`config.mk`:
```
export PLATFORM = sky130hd
export DESIGN_NAME = load_dual_exclusive_exec
export DESIGN_NICKNAME = d
export VERILOG_FILES = /design/src/load_exec_pkg.sv /design/src/load_decode.sv /design/src/load_dual_exclusive_exec.sv
export SDC_FILE = /design/constraint.sdc
export NUM_CORES = 2
export LEC_CHECK = 0
export BUFFER_PORTS_ARGS = -buffer_cell sky130_fd_sc_hd__buf_4
export CORE_ASPECT_RATIO = 0.75
export CORE_UTILIZATION = 45
export CTS_CLUSTER_DIAMETER = 200
export DETAILED_ROUTE_END_ITERATION = 10
export SLEW_MARGIN = 20
export SYNTH_ARGS = -nofsm -noshare
export SYNTH_HDL_FRONTEND = slang
export SYNTH_HIERARCHICAL = 1
export SYNTH_SLANG_ARGS = --single-unit
export TNS_END_PERCENT = 30
```
`constraint.sdc`:
```
create_clock -name ref_clk -period 30.5 [get_ports ref_clk]
set_input_delay 3.05 -clock ref_clk [delete_from_list [all_inputs] [get_ports ref_clk]]
set_output_delay 3.05 -clock ref_clk [all_outputs]
set_load 0.02 [all_outputs]
```
`src/load_exec_pkg.sv`:
```
// Shared constants for the dual and exclusive load executor.
// Assumes a single 50 MHz clock domain and an AHB-Lite register port.
package load_exec_pkg;

	// Register map, byte addresses
	localparam logic [11:0] REGFILE_BASE   = 12'h000;
	localparam logic [11:0] REGFILE_LAST   = 12'h03C;
	localparam logic [11:0] INSTR_OFFSET   = 12'h040;
	localparam logic [11:0] CTRL_OFFSET    = 12'h044;
	localparam logic [11:0] STATUS_OFFSET  = 12'h048;

	// Control and status fields
	localparam int CTRL_COND_BIT    = 0;
	localparam int ST_BUSY_BIT      = 0;
	localparam int ST_DONE_BIT      = 1;
	localparam int ST_SKIPPED_BIT   = 2;
	localparam int ST_UNPRED_BIT    = 3;
	localparam int ST_RELATED_BIT   = 4;
	localparam int ST_USAGE_BIT     = 5;
	localparam int ST_MEMMAN_BIT    = 6;
	localparam int ST_BUSERR_BIT    = 7;
	localparam int ST_UNKNOWN_BIT   = 8;

	// Reset values
	localparam logic [31:0] CTRL_RESET   = 32'h0000_0001;
	localparam logic [31:0] INSTR_RESET  = 32'h0000_0000;
	localparam logic [31:0] WORD_RESET   = 32'h0000_0000;

	// Encoding fragments
	localparam logic [6:0]  DUAL_TOP      = 7'h74;
	localparam logic [11:0] EXCL_WORD_TOP = 12'hE85;
	localparam logic [11:0] EXCL_BH_TOP   = 12'hE8D;
	localparam logic [3:0]  EXCL_BYTE_OP  = 4'h4;
	localparam logic [3:0]  EXCL_HALF_OP  = 4'h5;
	localparam logic [3:0]  REG_SP        = 4'hD;
	localparam logic [3:0]  REG_PC        = 4'hF;

	// Access sizes on the memory port
	localparam logic [1:0]  SIZE_BYTE     = 2'h0;
	localparam logic [1:0]  SIZE_HALF     = 2'h1;
	localparam logic [1:0]  SIZE_WORD     = 2'h2;
	localparam logic [31:0] WORD_STEP     = 32'h0000_0004;

	// AHB-Lite encodings
	localparam logic [1:0]  HTRANS_NONSEQ = 2'h2;
	localparam logic        HRESP_OKAY    = 1'b0;

	typedef enum logic [2:0] {
		KIND_NONE,
		KIND_DUAL_IMM,
		KIND_DUAL_LIT,
		KIND_EXCL_WORD,
		KIND_EXCL_BYTE,
		KIND_EXCL_HALF
	} kind_t;

endpackage

```
`src/load_decode.sv`:
```
// Combinational decode of one 32-bit load instruction into operand fields.
// Assumes the first halfword sits in the upper half of the instruction word.
`timescale 1ns/10ps
`default_nettype none
module load_decode (
	// Instruction
	input  wire logic [15:0]          hw1,
	input  wire logic [15:0]          hw2,
	// Decoded fields
	output var load_exec_pkg::kind_t  kind,
	output logic      [3:0]           t,
	output logic      [3:0]           t2,
	output logic      [3:0]           n,
	output logic      [31:0]          imm32,
	output logic                      add,
	output logic                      index,
	output logic                      wback,
	output logic                      unpred,
	output logic                      related
);
	import load_exec_pkg::*;

	function automatic logic badDest(input logic [3:0] r);
		badDest = (r == REG_SP) || (r == REG_PC);
	endfunction

	always_comb begin
		kind    = KIND_NONE;
		t       = hw2[15:12];
		t2      = hw2[11:8];
		n       = hw1[3:0];
		imm32   = {22'h0, hw2[7:0], 2'b00};
		add     = 1'b1;
		index   = 1'b1;
		wback   = 1'b0;
		unpred  = 1'b0;
		related = 1'b0;
		// Exclusives first: they fill the dual pattern's index and writeback clear space
		if (hw1[15:4] == EXCL_WORD_TOP) begin
			kind   = KIND_EXCL_WORD;
			unpred = badDest(t) || (n == REG_PC);
		end else if (hw1[15:4] == EXCL_BH_TOP &&
				(hw2[7:4] == EXCL_BYTE_OP || hw2[7:4] == EXCL_HALF_OP)) begin
			kind   = (hw2[7:4] == EXCL_BYTE_OP) ? KIND_EXCL_BYTE : KIND_EXCL_HALF;
			imm32  = WORD_RESET;
			unpred = badDest(t) || (n == REG_PC);
		end else if (hw1[15:9] == DUAL_TOP && hw1[6] && hw1[4]) begin
			add     = hw1[7];
			related = !hw1[8] && !hw1[5];
			unpred  = badDest(t) || badDest(t2) || (t == t2);
			if (n == REG_PC) begin
				kind   = KIND_DUAL_LIT;
				unpred = unpred || hw1[5];
			end else begin
				kind   = KIND_DUAL_IMM;
				index  = hw1[8];
				wback  = hw1[5];
				unpred = unpred || (hw1[5] && (n == t || n == t2));
			end
		end
	end

endmodule // load_decode
`default_nettype wire

```
`src/load_dual_exclusive_exec.sv`:
```
// Executor for dual-word and exclusive loads, with its register file on AHB-Lite.
// Assumes a memory system on the same clock that answers each read with memAck.
//
// How it works
// - Dual immediate: offset address is base plus or minus offset; index picks it.
// - Dual load reads aligned word at address, then the word four bytes higher.
// - With writeback, base takes the offset address after both words arrive.
// - Dual immediate offset is a multiple of four, 0 to 1020, either sign.
// - Add bit alone gives the sign, so plus zero and minus zero differ.
// - Stack pointer is a valid base; program counter only in plain offset form.
// - Literal dual load with program counter not word aligned is unpredictable.
// - Literal offset is the 8-bit field shifted left two, zero-extended.
// - Literal address is program counter plus or minus offset; two words loaded.
// - Literal writeback set is unpredictable; index and writeback clear is other group.
// - Dual load unpredictable for destination 13 or 15 or equal destinations.
// - Literal offset is a multiple of four between minus and plus 1020.
// - Exclusive word: base plus offset, arm watch for four bytes, load word.
// - Exclusive word offset is 0 to 1020 by fours; stack pointer base allowed.
// - Each exclusive load arms local watch; memory marks shareable ones globally. Here a misaligned one takes a usage fault without arming.
// - Exclusive byte: base address, arm one byte, zero-extend into destination.
// - Exclusive halfword: base address, arm two bytes, zero-extend halfword.
// - Exclusive load unpredictable for destination 13 or 15 or base 15.
//
// The register addresses and the AHB-Lite slave port were decided locally.
`timescale 1ns/10ps
`default_nettype none
module load_dual_exclusive_exec (
	// Clock and reset
	input  wire logic        ref_clk,
	input  wire logic        rst,
	// AHB-Lite slave
	input  wire logic        hsel,
	input  wire logic [31:0] haddr,
	input  wire logic [1:0]  htrans,
	input  wire logic        hwrite,
	input  wire logic [2:0]  hsize,
	input  wire logic [31:0] hwdata,
	input  wire logic        hready,
	output logic      [31:0] hrdata,
	output logic             hreadyout,
	output logic             hresp,
	// Memory read port
	output logic             memReq,
	output logic      [31:0] memAddr,
	output logic      [1:0]  memSize,
	input  wire logic [31:0] memRdata,
	input  wire logic        memAck,
	input  wire logic        memProtErr,
	input  wire logic        memBusErr,
	// Exclusive watch arming
	output logic             exclArm,
	output logic      [31:0] exclAddr,
	output logic      [1:0]  exclSize,
	// Fault pulses
	output logic             usageFault,
	output logic             memManageFault,
	output logic             busFault
);
	import load_exec_pkg::*;

	typedef enum logic [2:0] {
		ST_IDLE,
		ST_ADDR,
		ST_READ1,
		ST_READ2,
		ST_FINISH
	} state_t;

	state_t      state;
	logic [31:0] regs [16];
	logic [31:0] instr;
	logic [31:0] ctrl;
	logic [8:0]  status;
	logic        startReq;

	// Latched operands
	kind_t       kindQ;
	logic [3:0]  tQ;
	logic [3:0]  t2Q;
	logic [3:0]  nQ;
	logic [31:0] immQ;
	logic        addQ;
	logic        indexQ;
	logic        wbackQ;
	logic [31:0] offsetAddrQ;
	logic [31:0] addrQ;

	// Decoder outputs
	kind_t       decKind;
	logic [3:0]  decT;
	logic [3:0]  decT2;
	logic [3:0]  decN;
	logic [31:0] decImm;
	logic        decAdd;
	logic        decIndex;
	logic        decWback;
	logic        decUnpred;
	logic        decRelated;

	load_decode u_decode (
		.hw1     (instr[31:16]),
		.hw2     (instr[15:0]),
		.kind    (decKind),
		.t       (decT),
		.t2      (decT2),
		.n       (decN),
		.imm32   (decImm),
		.add     (decAdd),
		.index   (decIndex),
		.wback   (decWback),
		.unpred  (decUnpred),
		.related (decRelated)
	);

	// Address phase capture for the data phase
	logic        dpWrite;
	logic [11:0] dpAddr;
	logic        addrPhase;
	assign addrPhase = hsel && hready && (htrans == HTRANS_NONSEQ);

	always_ff @(posedge ref_clk or posedge rst) begin
		if (rst) begin
			dpWrite <= 1'b0;
			dpAddr  <= 12'h000;
		end else begin
			dpWrite <= addrPhase && hwrite;
			dpAddr  <= haddr[11:0];
		end
	end

	function automatic logic [31:0] readReg(input logic [11:0] a);
		if (a >= REGFILE_BASE && a <= REGFILE_LAST && a[1:0] == 2'b00) begin
			readReg = regs[a[5:2]];
		end else if (a == INSTR_OFFSET) begin
			readReg = instr;
		end else if (a == CTRL_OFFSET) begin
			readReg = ctrl;
		end else if (a == STATUS_OFFSET) begin
			readReg = {23'h0, status};
		end else begin
			readReg = WORD_RESET;
		end
	endfunction

	// Zero wait states: read data prepared at the address phase edge
	always_ff @(posedge ref_clk or posedge rst) begin
		if (rst) begin
			hrdata    <= WORD_RESET;
			hreadyout <= 1'b0;
			hresp     <= HRESP_OKAY;
		end else begin
			hreadyout <= 1'b1;
			hresp     <= HRESP_OKAY;
			if (addrPhase && !hwrite) begin
				hrdata <= readReg(haddr[11:0]);
			end
		end
	end

	// Instruction and control registers; a write to the instruction starts it
	always_ff @(posedge ref_clk or posedge rst) begin
		if (rst) begin
			instr    <= INSTR_RESET;
			ctrl     <= CTRL_RESET;
			startReq <= 1'b0;
		end else begin
			startReq <= 1'b0;
			if (dpWrite && dpAddr == INSTR_OFFSET && state == ST_IDLE && !startReq) begin
				instr    <= hwdata;
				startReq <= 1'b1;
			end else if (dpWrite && dpAddr == CTRL_OFFSET) begin
				ctrl <= {31'h0, hwdata[CTRL_COND_BIT]};
			end
		end
	end

	// Address arithmetic from latched operands
	logic [31:0] baseVal;
	logic [31:0] offsetAddr;
	logic [31:0] effAddr;
	logic        misaligned;
	logic [1:0]  accSize;
	logic        isDual;
	logic        isExcl;

	always_comb begin
		baseVal    = regs[nQ];
		offsetAddr = addQ ? (baseVal + immQ) : (baseVal - immQ);
		effAddr    = indexQ ? offsetAddr : baseVal;
		isDual     = (kindQ == KIND_DUAL_IMM) || (kindQ == KIND_DUAL_LIT);
		isExcl     = !isDual && (kindQ != KIND_NONE);
		accSize    = SIZE_WORD;
		if (kindQ == KIND_EXCL_BYTE) begin
			accSize = SIZE_BYTE;
		end else if (kindQ == KIND_EXCL_HALF) begin
			accSize = SIZE_HALF;
		end
		misaligned = 1'b0;
		if (accSize == SIZE_WORD) begin
			misaligned = effAddr[1:0] != 2'b00;
		end else if (accSize == SIZE_HALF) begin
			misaligned = effAddr[0];
		end
	end

	// Zero-extend narrow reads; memory returns data right-justified
	function automatic logic [31:0] extend(input logic [1:0] sz, input logic [31:0] d);
		if (sz == SIZE_BYTE) begin
			extend = {24'h0, d[7:0]};
		end else if (sz == SIZE_HALF) begin
			extend = {16'h0, d[15:0]};
		end else begin
			extend = d;
		end
	endfunction

	logic memErr;
	assign memErr = memProtErr || memBusErr;

	// Sequencer
	always_ff @(posedge ref_clk or posedge rst) begin
		if (rst) begin
			state       <= ST_IDLE;
			kindQ       <= KIND_NONE;
			tQ          <= 4'h0;
			t2Q         <= 4'h0;
			nQ          <= 4'h0;
			immQ        <= WORD_RESET;
			addQ        <= 1'b1;
			indexQ      <= 1'b1;
			wbackQ      <= 1'b0;
			offsetAddrQ <= WORD_RESET;
			addrQ       <= WORD_RESET;
		end else begin
			case (state)
				ST_IDLE: begin
					if (startReq) begin
						kindQ  <= decKind;
						tQ     <= decT;
						t2Q    <= decT2;
						nQ     <= decN;
						immQ   <= decImm;
						addQ   <= decAdd;
						indexQ <= decIndex;
						wbackQ <= decWback;
						if (!ctrl[CTRL_COND_BIT] || decUnpred || decRelated ||
								decKind == KIND_NONE) begin
							state <= ST_FINISH;
						end else begin
							state <= ST_ADDR;
						end
					end
				end
				ST_ADDR: begin
					offsetAddrQ <= offsetAddr;
					addrQ       <= effAddr;
					if (kindQ == KIND_DUAL_LIT && baseVal[1:0] != 2'b00) begin
						state <= ST_FINISH;
					end else if (misaligned) begin
						state <= ST_FINISH;
					end else begin
						state <= ST_READ1;
					end
				end
				ST_READ1: begin
					if (memAck) begin
						if (memErr || !isDual) begin
							state <= ST_FINISH;
						end else begin
							addrQ <= addrQ + WORD_STEP;
							state <= ST_READ2;
						end
					end
				end
				ST_READ2: begin
					if (memAck) begin
						state <= ST_FINISH;
					end
				end
				ST_FINISH: begin
					state <= ST_IDLE;
				end
				default: begin
					state <= ST_IDLE;
				end
			endcase
		end
	end

	// Memory request and exclusive arming, held in flops
	always_ff @(posedge ref_clk or posedge rst) begin
		if (rst) begin
			memReq   <= 1'b0;
			memAddr  <= WORD_RESET;
			memSize  <= SIZE_WORD;
			exclArm  <= 1'b0;
			exclAddr <= WORD_RESET;
			exclSize <= SIZE_WORD;
		end else begin
			exclArm <= 1'b0;
			if (state == ST_ADDR && !misaligned &&
					!(kindQ == KIND_DUAL_LIT && baseVal[1:0] != 2'b00)) begin
				memReq  <= 1'b1;
				memAddr <= effAddr;
				memSize <= accSize;
				if (isExcl) begin
					// Armed in the same cycle the read is requested, so a racing store sees the watch
					exclArm  <= 1'b1;
					exclAddr <= effAddr;
					exclSize <= accSize;
				end
			end else if (state == ST_READ1 && memAck && isDual && !memErr) begin
				memAddr <= addrQ + WORD_STEP;
			end else if (memAck) begin
				memReq <= 1'b0;
			end
		end
	end

	// Register file: software writes only while the sequencer is idle
	always_ff @(posedge ref_clk or posedge rst) begin
		if (rst) begin
			for (int i = 0; i < 16; i++) begin
				regs[i] <= WORD_RESET;
			end
		end else if (state == ST_READ1 && memAck && !memErr) begin
			regs[tQ] <= extend(memSize, memRdata);
		end else if (state == ST_READ2 && memAck && !memErr) begin
			regs[t2Q] <= memRdata;
			if (wbackQ) begin
				regs[nQ] <= offsetAddrQ;
			end
		end else if (dpWrite && state == ST_IDLE && !startReq &&
				dpAddr <= REGFILE_LAST && dpAddr[1:0] == 2'b00) begin
			regs[dpAddr[5:2]] <= hwdata;
		end
	end

	// Status and fault pulses; status clears when a new instruction starts
	always_ff @(posedge ref_clk or posedge rst) begin
		if (rst) begin
			status         <= 9'h000;
			usageFault     <= 1'b0;
			memManageFault <= 1'b0;
			busFault       <= 1'b0;
		end else begin
			usageFault     <= 1'b0;
			memManageFault <= 1'b0;
			busFault       <= 1'b0;
			status[ST_BUSY_BIT] <= (state != ST_IDLE) || startReq;
			if (state == ST_IDLE && startReq) begin
				status[8:1] <= 8'h00;
				status[ST_SKIPPED_BIT] <= !ctrl[CTRL_COND_BIT];
				if (ctrl[CTRL_COND_BIT]) begin
					status[ST_UNPRED_BIT]  <= decUnpred;
					status[ST_RELATED_BIT] <= decRelated;
					status[ST_UNKNOWN_BIT] <= decKind == KIND_NONE;
				end
			end else if (state == ST_ADDR) begin
				if (kindQ == KIND_DUAL_LIT && baseVal[1:0] != 2'b00) begin
					status[ST_UNPRED_BIT] <= 1'b1;
				end else if (misaligned) begin
					status[ST_USAGE_BIT] <= 1'b1;
					usageFault           <= 1'b1;
				end
			end else if ((state == ST_READ1 || state == ST_READ2) && memAck) begin
				// Protection outranks a bus error when both are reported
				if (memProtErr) begin
					status[ST_MEMMAN_BIT] <= 1'b1;
					memManageFault        <= 1'b1;
				end else if (memBusErr) begin
					status[ST_BUSERR_BIT] <= 1'b1;
					busFault              <= 1'b1;
				end
			end else if (state == ST_FINISH) begin
				status[ST_DONE_BIT] <= 1'b1;
			end
		end
	end

endmodule // load_dual_exclusive_exec
`default_nettype wire

```
Word level (Yosys, flattened, before mapping)

Index checks and enable logic that the tools add are counted.

Register bits: 791
Input bits: 109
Output and inout port bits: 107
Word-level logic and storage cells: 312

$add $sub $neg: 3
$lt $le $gt $ge: 12
Eq/ne operators: 39
Mux-type cells: 110
Bitwise logic cells: 6
Reductions and logical operators: 92

Operators by type and width:

| cell                                                             | count |
|---|---|
| bitwise mux 512 bit                                              | 4 |
| 2-to-1 mux 512 bit                                               | 4 |
| 2-to-1 mux 32 bit                                                | 20 |
| demux 32 bit (select 4 bit)                                      | 4 |
| binary-select mux 32 bit (select 4 bit)                          | 2 |
| one-hot mux 32 bit (2 select lines)                              | 1 |
| equality test 12 x 7 -> 1 bit (second input constant)            | 5 |
| 2-to-1 mux 1 bit                                                 | 54 |
| logical AND 1 bit                                                | 35 |
| 2-to-1 mux 3 bit                                                 | 11 |
| adder 32 x 3 -> 32 bit (second input constant)                   | 1 |
| adder 32 bit                                                     | 1 |
| subtractor 32 bit                                                | 1 |
| >= comparator 5 bit (second input constant)                      | 5 |
| inverter 4 -> 5 bit                                              | 5 |
| equality test 12 bit (second input constant)                     | 2 |
| less-or-equal comparator 12 x 6 -> 1 bit (second input constant) | 2 |
| nonzero test 2 bit                                               | 12 |
| equality test 4 bit (second input constant)                      | 5 |
| less-than comparator 5 x 1 -> 1 bit (second input constant)      | 4 |
| 2-to-1 mux 9 bit                                                 | 2 |
| logical OR 1 bit                                                 | 17 |
| AND reduction 3 bit                                              | 5 |
| equality test 4 bit                                              | 3 |
| 20 further kinds                                                 | 57 |

Depth between registers and ports, before layout

Depth in word-level cells: 15
Depth in mapped cells: 18
Depth with buffers taken out: 17

Modules after synthesis

The synthesis kept the hierarchy.

Modules (own cells, without submodules):

| module                   | times used | cells each | area each (sq um) |
|---|---|---|---|
| load_dual_exclusive_exec | 1          | 7391       | 60571.8 |
| load_decode              | 1          | 94         | 651.9 |

Worst setup path before layout

OpenSTA, ideal clock, no wires.

Kind: input port to flip-flop
Start point: input port haddr[2]
End point: register hrdata[13]
Arrival: 5.422 ns
Required time: 30.365 ns
Setup slack: 24.943 ns
Stages on the path: 8
Buffers on the path: 4
Path through: clkbuf_1 -> clkbuf_1 -> buf_1 -> clkbuf_1 -> mux4_2 -> mux4_2 -> a22oi_1 -> o21ai_0

Longest elaborated chain between the ends: 5

Ends and longest elaborated chain:

| element                                                               | RTL line                        | source |
|---|---|---|
| from (decl)                                                           | load_dual_exclusive_exec.sv:33  | `input wire logic [31:0] haddr,` |
| branches (longest 4 deep; another with >= comparator 12 x 1 -> 1 bit) | n/a                             |  |
| 2-to-1 mux 32 bit (*)                                                 | load_dual_exclusive_exec.sv:132 | `if (a >= REGFILE_BASE && a <= REGFILE_LAST && a[1:0] == 2'b00) begin` |
| to (signal assigned)                                                  | load_dual_exclusive_exec.sv:155 | `hrdata <= readReg(haddr[11:0]);` |
| to (decl)                                                             | load_dual_exclusive_exec.sv:39  | `output logic [31:0] hrdata,` |

Every way passes the cells marked *. The select of a mux whose other input is x is not followed.
A chain may end at the register's enable or synchronous reset.

Worst setup path in the final report

Start point: input port memAck
End point: register regs[266] (netlist bit)

Longest elaborated chain between the ends: 4

Ends and longest elaborated chain:

| element                         | RTL line                        | source |
|---|---|---|
| from (decl)                     | load_dual_exclusive_exec.sv:47  | `input wire logic memAck,` |
| logical AND 1 bit (2 in series) | load_dual_exclusive_exec.sv:328 | `end else if (state == ST_READ2 && memAck && !memErr) begin` |
| 2-to-1 mux 512 bit              | load_dual_exclusive_exec.sv:328 |  |
| 2-to-1 mux 512 bit              | load_dual_exclusive_exec.sv:326 | `end else if (state == ST_READ1 && memAck && !memErr) begin` |
| to (signal, indexed assignment) | load_dual_exclusive_exec.sv:327 | `regs[tQ] <= extend(memSize, memRdata);` |
| to (signal, indexed assignment) | load_dual_exclusive_exec.sv:329 | `regs[t2Q] <= memRdata;` |
| to (signal, indexed assignment) | load_dual_exclusive_exec.sv:331 | `regs[nQ] <= offsetAddrQ;` |
| to (decl)                       | load_dual_exclusive_exec.sv:70  | `logic [31:0] regs [16];` |

Parallel ways exist; a longest one is shown, timed or not.

==> results_dict.tcl <==
set metrics [dict create \
    run_status "finished clean" \
    yosys.cell_count.top_type "sky130_fd_sc_hd__nor2_1" \
    num_vias 62400 \
    post_cts_resize_count 0 \
    synth_async_sr_flop_share 1.00 \
    die_area_um2 138000 \
    power_switching_share 0.299 \
    core_area_um2 134000 \
    path_clk_slew_ps 60 \
    htree_depth 3 \
    power_report.internal_total_w 0.00189 \
    grt_pass1_vias 56100 \
    postCtsSetupRepairBufs 0 \
    leakagePower_nw 26.4 \
    worstReg2RegEnd "addrQ[28]" \
    p_seq_frac 0.424 \
    cts.path.max_buffers 3 \
    fin_nets 7146 \
    detail_route.drc_violations 0 \
    min_to "hrdata[23]" \
    ios 216 \
    port_buffers 191 \
    synth.top_cell.area_share 0.321 \
    placementRows 116 \
    dr_pass1_iterations 9 \
    worst-slew-pin-transition_ps 1320 \
    max_cap_viol_count 0 \
    clock-skew-final_ps 27.4 \
    ctsRootBufferMaster "sky130_fd_sc_hd__clkbuf_16" \
    finalSetupViolCount 0 \
    critical-path-top-cell-by-count "sky130_fd_sc_hd__buf_4" \
    layout_worst_path_cycle_share 0.250 \
    yosys_most_used_dff "sky130_fd_sc_hd__dfrtp_1" \
    critical_path.slowest_cell "sky130_fd_sc_hd__buf_4" \
    critical_path_data_required_time_ps 31080 \
    first_iter_violations 10800 \
    grt_use_total 0.401 \
    critical_path_peak_fanout 99 \
    relSlewSlack 0.115 \
    cts_tree "done" \
    dpl.hpwl_um 169000 \
    critical_path.endpoint_type "flip-flop" \
    cts_made_buffers 91 \
    synth_seq_area_share 0.323 \
    fp.dieW_um 428 \
    yosysWarningCount 6 \
    chain_of_cells_forming_the_critical_path "buf_4 > nand2_1 > or3_4 > buf_4 > buf_4 > buf_4 > buf_4 > buf_4 > nor2_1 > a31oi_1 > a21oi_1" \
    grt_start_max_net_pins 158 \
    synth_top_area_cell "sky130_fd_sc_hd__dfrtp_1" \
    synth_enable_flop_cells 0 \
    hold_viol 0 \
    netlist_instances 7485 \
    clock_power_share 0.449 \
    holdCritPathClass "reg -> reg" \
    global_route_wire_length_before_repair_um 404000 \
    final.setup.tns_ps 0 \
    worst-r2r-cell-count 13 \
    die_h_um 321 \
    avgSynthCellArea_um2 8.18 \
    detail-route-antenna-nets 0 \
    utilization_after_layout 0.493 \
    post_synth_main_area_contributors "sky130_fd_sc_hd__dfrtp_1 (32%), sky130_fd_sc_hd__mux4_2 (12%), sky130_fd_sc_hd__a21oi_1 (8.2%)" \
    place_inst 8680 \
    slowest_delay_ps 950 \
    place.gp.congestion 0.935 \
    clk_latency_worst_skew_pair_ps 750 \
    via_per_inst 7.03 \
    final_layout_size_suffix_gt1_frac 0.137 \
    routedWlPerCell_um 32.1 \
    finalNonFillerCells 8866 \
    grt_antenna_before_repair 30 \
    hold_path_startpoint "hrdata[23]" \
    floorplan.initialDensity 0.456 \
    postCtsHoldBufs 0 \
    clkSinkCount 791 \
    irDropWorstVdd_mv 0.0368 \
    netlist_area_um2 61200 \
    fmax_ghz 0.131 \
    synth_top_cells_by_count "sky130_fd_sc_hd__nor2_1 (1,263), sky130_fd_sc_hd__a21oi_1 (1,002), sky130_fd_sc_hd__dfrtp_1 (786)" \
    rr_startpoint "nQ[0]" \
    critPathLaunchType "input port" \
    switchingPower_w 0.000807 \
    yosys.cell_types.count 87 \
    rsz0062_at_grt "no" \
    critical_path_class "in -> reg" \
    cellPowerDensity_nw_per_um2 40.8 \
    portion_of_total_power_attributed_to_combinational_logic 0.127 \
    synth-seq-cells 791 \
    global_route.overflow_total 0 \
    timing.final.max_slew_violations 0 \
    routed_wire_length_um 284000 \
    syn2layout_area_growth_pct 8.04 \
    worst_ep_arrival_time_ps 8210 \
    timing.final.crit_period_ps 7620 \
    reg2reg_setup_slack_ps 22960 \
    hold_depth 2 \
]
-- critical path, delay by kind of cell --
kind	cells	cell delay, ps
AO/OA/AOI/OAI	2	280
AND/OR/NAND/NOR	3	490
buffers and inverters	6	4210
-- power by group through the flow --
| stage | combinational [W] | sequential (W) | clock, W |
|---|---|---|---|
| 2_1_floorplan | 0.000225 | 0.00114 | 0 |
| 3_3_place_gp | 0.000322 | 0.00116 | 0 |
| 3_5_place_dp | 0.000328 | 0.00116 | 0 |
| 4_1_cts | 0.000329 | 0.00114 | 0.00122 |
| 5_1_grt | 0.000362 | 0.00115 | 0.00126 |
| 6_report | 0.000343 | 0.00114 | 0.00121 |
-- layout make-up --
| class | instances | area, µm² |
|---|---|---|
| tap | 1770 | 2210 |
| multi-input combinational | 5748 | 38200 |
| clock buffer | 129 | 2590 |
| inverter | 42 | 165 |
| sequential | 791 | 19800 |
| timing repair buffer | 329 | 2530 |
| antenna | 18 | 45.0 |
| clock inverter | 39 | 543 |
| fill | 12500 | 68100 |
-- kinds of logic (layout without fill, tap and decap cells) --
kind of cell / after synthesis / count (layout) / synth area share
buffers and inverters: 969 / 539 / 0.0630
DFF: 791 / 791 / 0.323
xor gates and xnor gates: 96 / 96 / 0.0137
other: 3 / 44 / 0.000184
AOI/OAI and AO/OA: 2311 / 2311 / 0.220
and+or+nand+nor: 2408 / 2408 / 0.163
muxes: 873 / 873 / 0.210
adders and majority gates: 34 / 34 / 0.00707
-- flip-flops by register name (all words and copies together) (netlist names), 9 cells and up --
signal,count
offsetAddrQ,32
addrQ,32
immQ,32
memAddr,32
dpAddr,12
regs,512
instr,32
status,9
exclAddr,32
hrdata,32
-- placed cells by master (no fill, tap or decap), types with 26 or more instances in the layout --
cell / n
sky130_fd_sc_hd__a211oi_1: 118
sky130_fd_sc_hd__a21oi_1: 1002
sky130_fd_sc_hd__a221oi_1: 61
sky130_fd_sc_hd__a22oi_1: 33
sky130_fd_sc_hd__a31oi_1: 470
sky130_fd_sc_hd__and3_1: 76
sky130_fd_sc_hd__buf_4: 323
sky130_fd_sc_hd__clkbuf_16: 91
sky130_fd_sc_hd__conb_1: 26
sky130_fd_sc_hd__dfrtp_1: 781
sky130_fd_sc_hd__ha_1: 33
sky130_fd_sc_hd__inv_1: 39
sky130_fd_sc_hd__mux2_2: 49
sky130_fd_sc_hd__mux2i_1: 493
sky130_fd_sc_hd__mux4_2: 317
sky130_fd_sc_hd__nand2_1: 682
sky130_fd_sc_hd__nand3_1: 181
sky130_fd_sc_hd__nor2_1: 1234
sky130_fd_sc_hd__nor3_1: 38
sky130_fd_sc_hd__o21ai_0: 404
sky130_fd_sc_hd__xnor2_1: 40
sky130_fd_sc_hd__xor2_1: 56
-- per-layer routing --
metal  part of all wire  up-vias  global-route usage  wire [µm]
met3               0.17     1003               0.172      47600
met5             0.0024        -              0.0199        678
met2               0.40     5014               0.537     112000
met1               0.38    30200               0.544     109000
li1                   -    26100                   -          -
met4              0.053       28               0.197      15100
-- how the worst max path moves through the flow --
stage	startpoint	to	slack, ps	depth (start not counted)
5_1_grt	memAck	regs[266]	22720	11
3_3_place_gp	memAck	regs[172]	22410	11
4_1_cts	memAck	regs[498]	23140	11
2_1_floorplan	rst	addrQ[0]	5250	1
3_5_place_dp	memAck	regs[275]	22380	11
6_report	memAck	regs[266]	22880	11
-- per-stage QoR --
stage	total power (W)	area [µm²]	worst slack (ps)	hold slack (ps)
2_1_floorplan	0.00136	61300	5250	438
3_3_place_gp	0.00148	63000	22410	450
3_5_place_dp	0.00149	63000	22380	460
4_1_cts	0.00269	66100	23140	475
5_1_grt	0.00277	66100	22720	512
6_report	0.00270	66100	22880	478
Note: power is estimated with default switching activity, not from simulation.
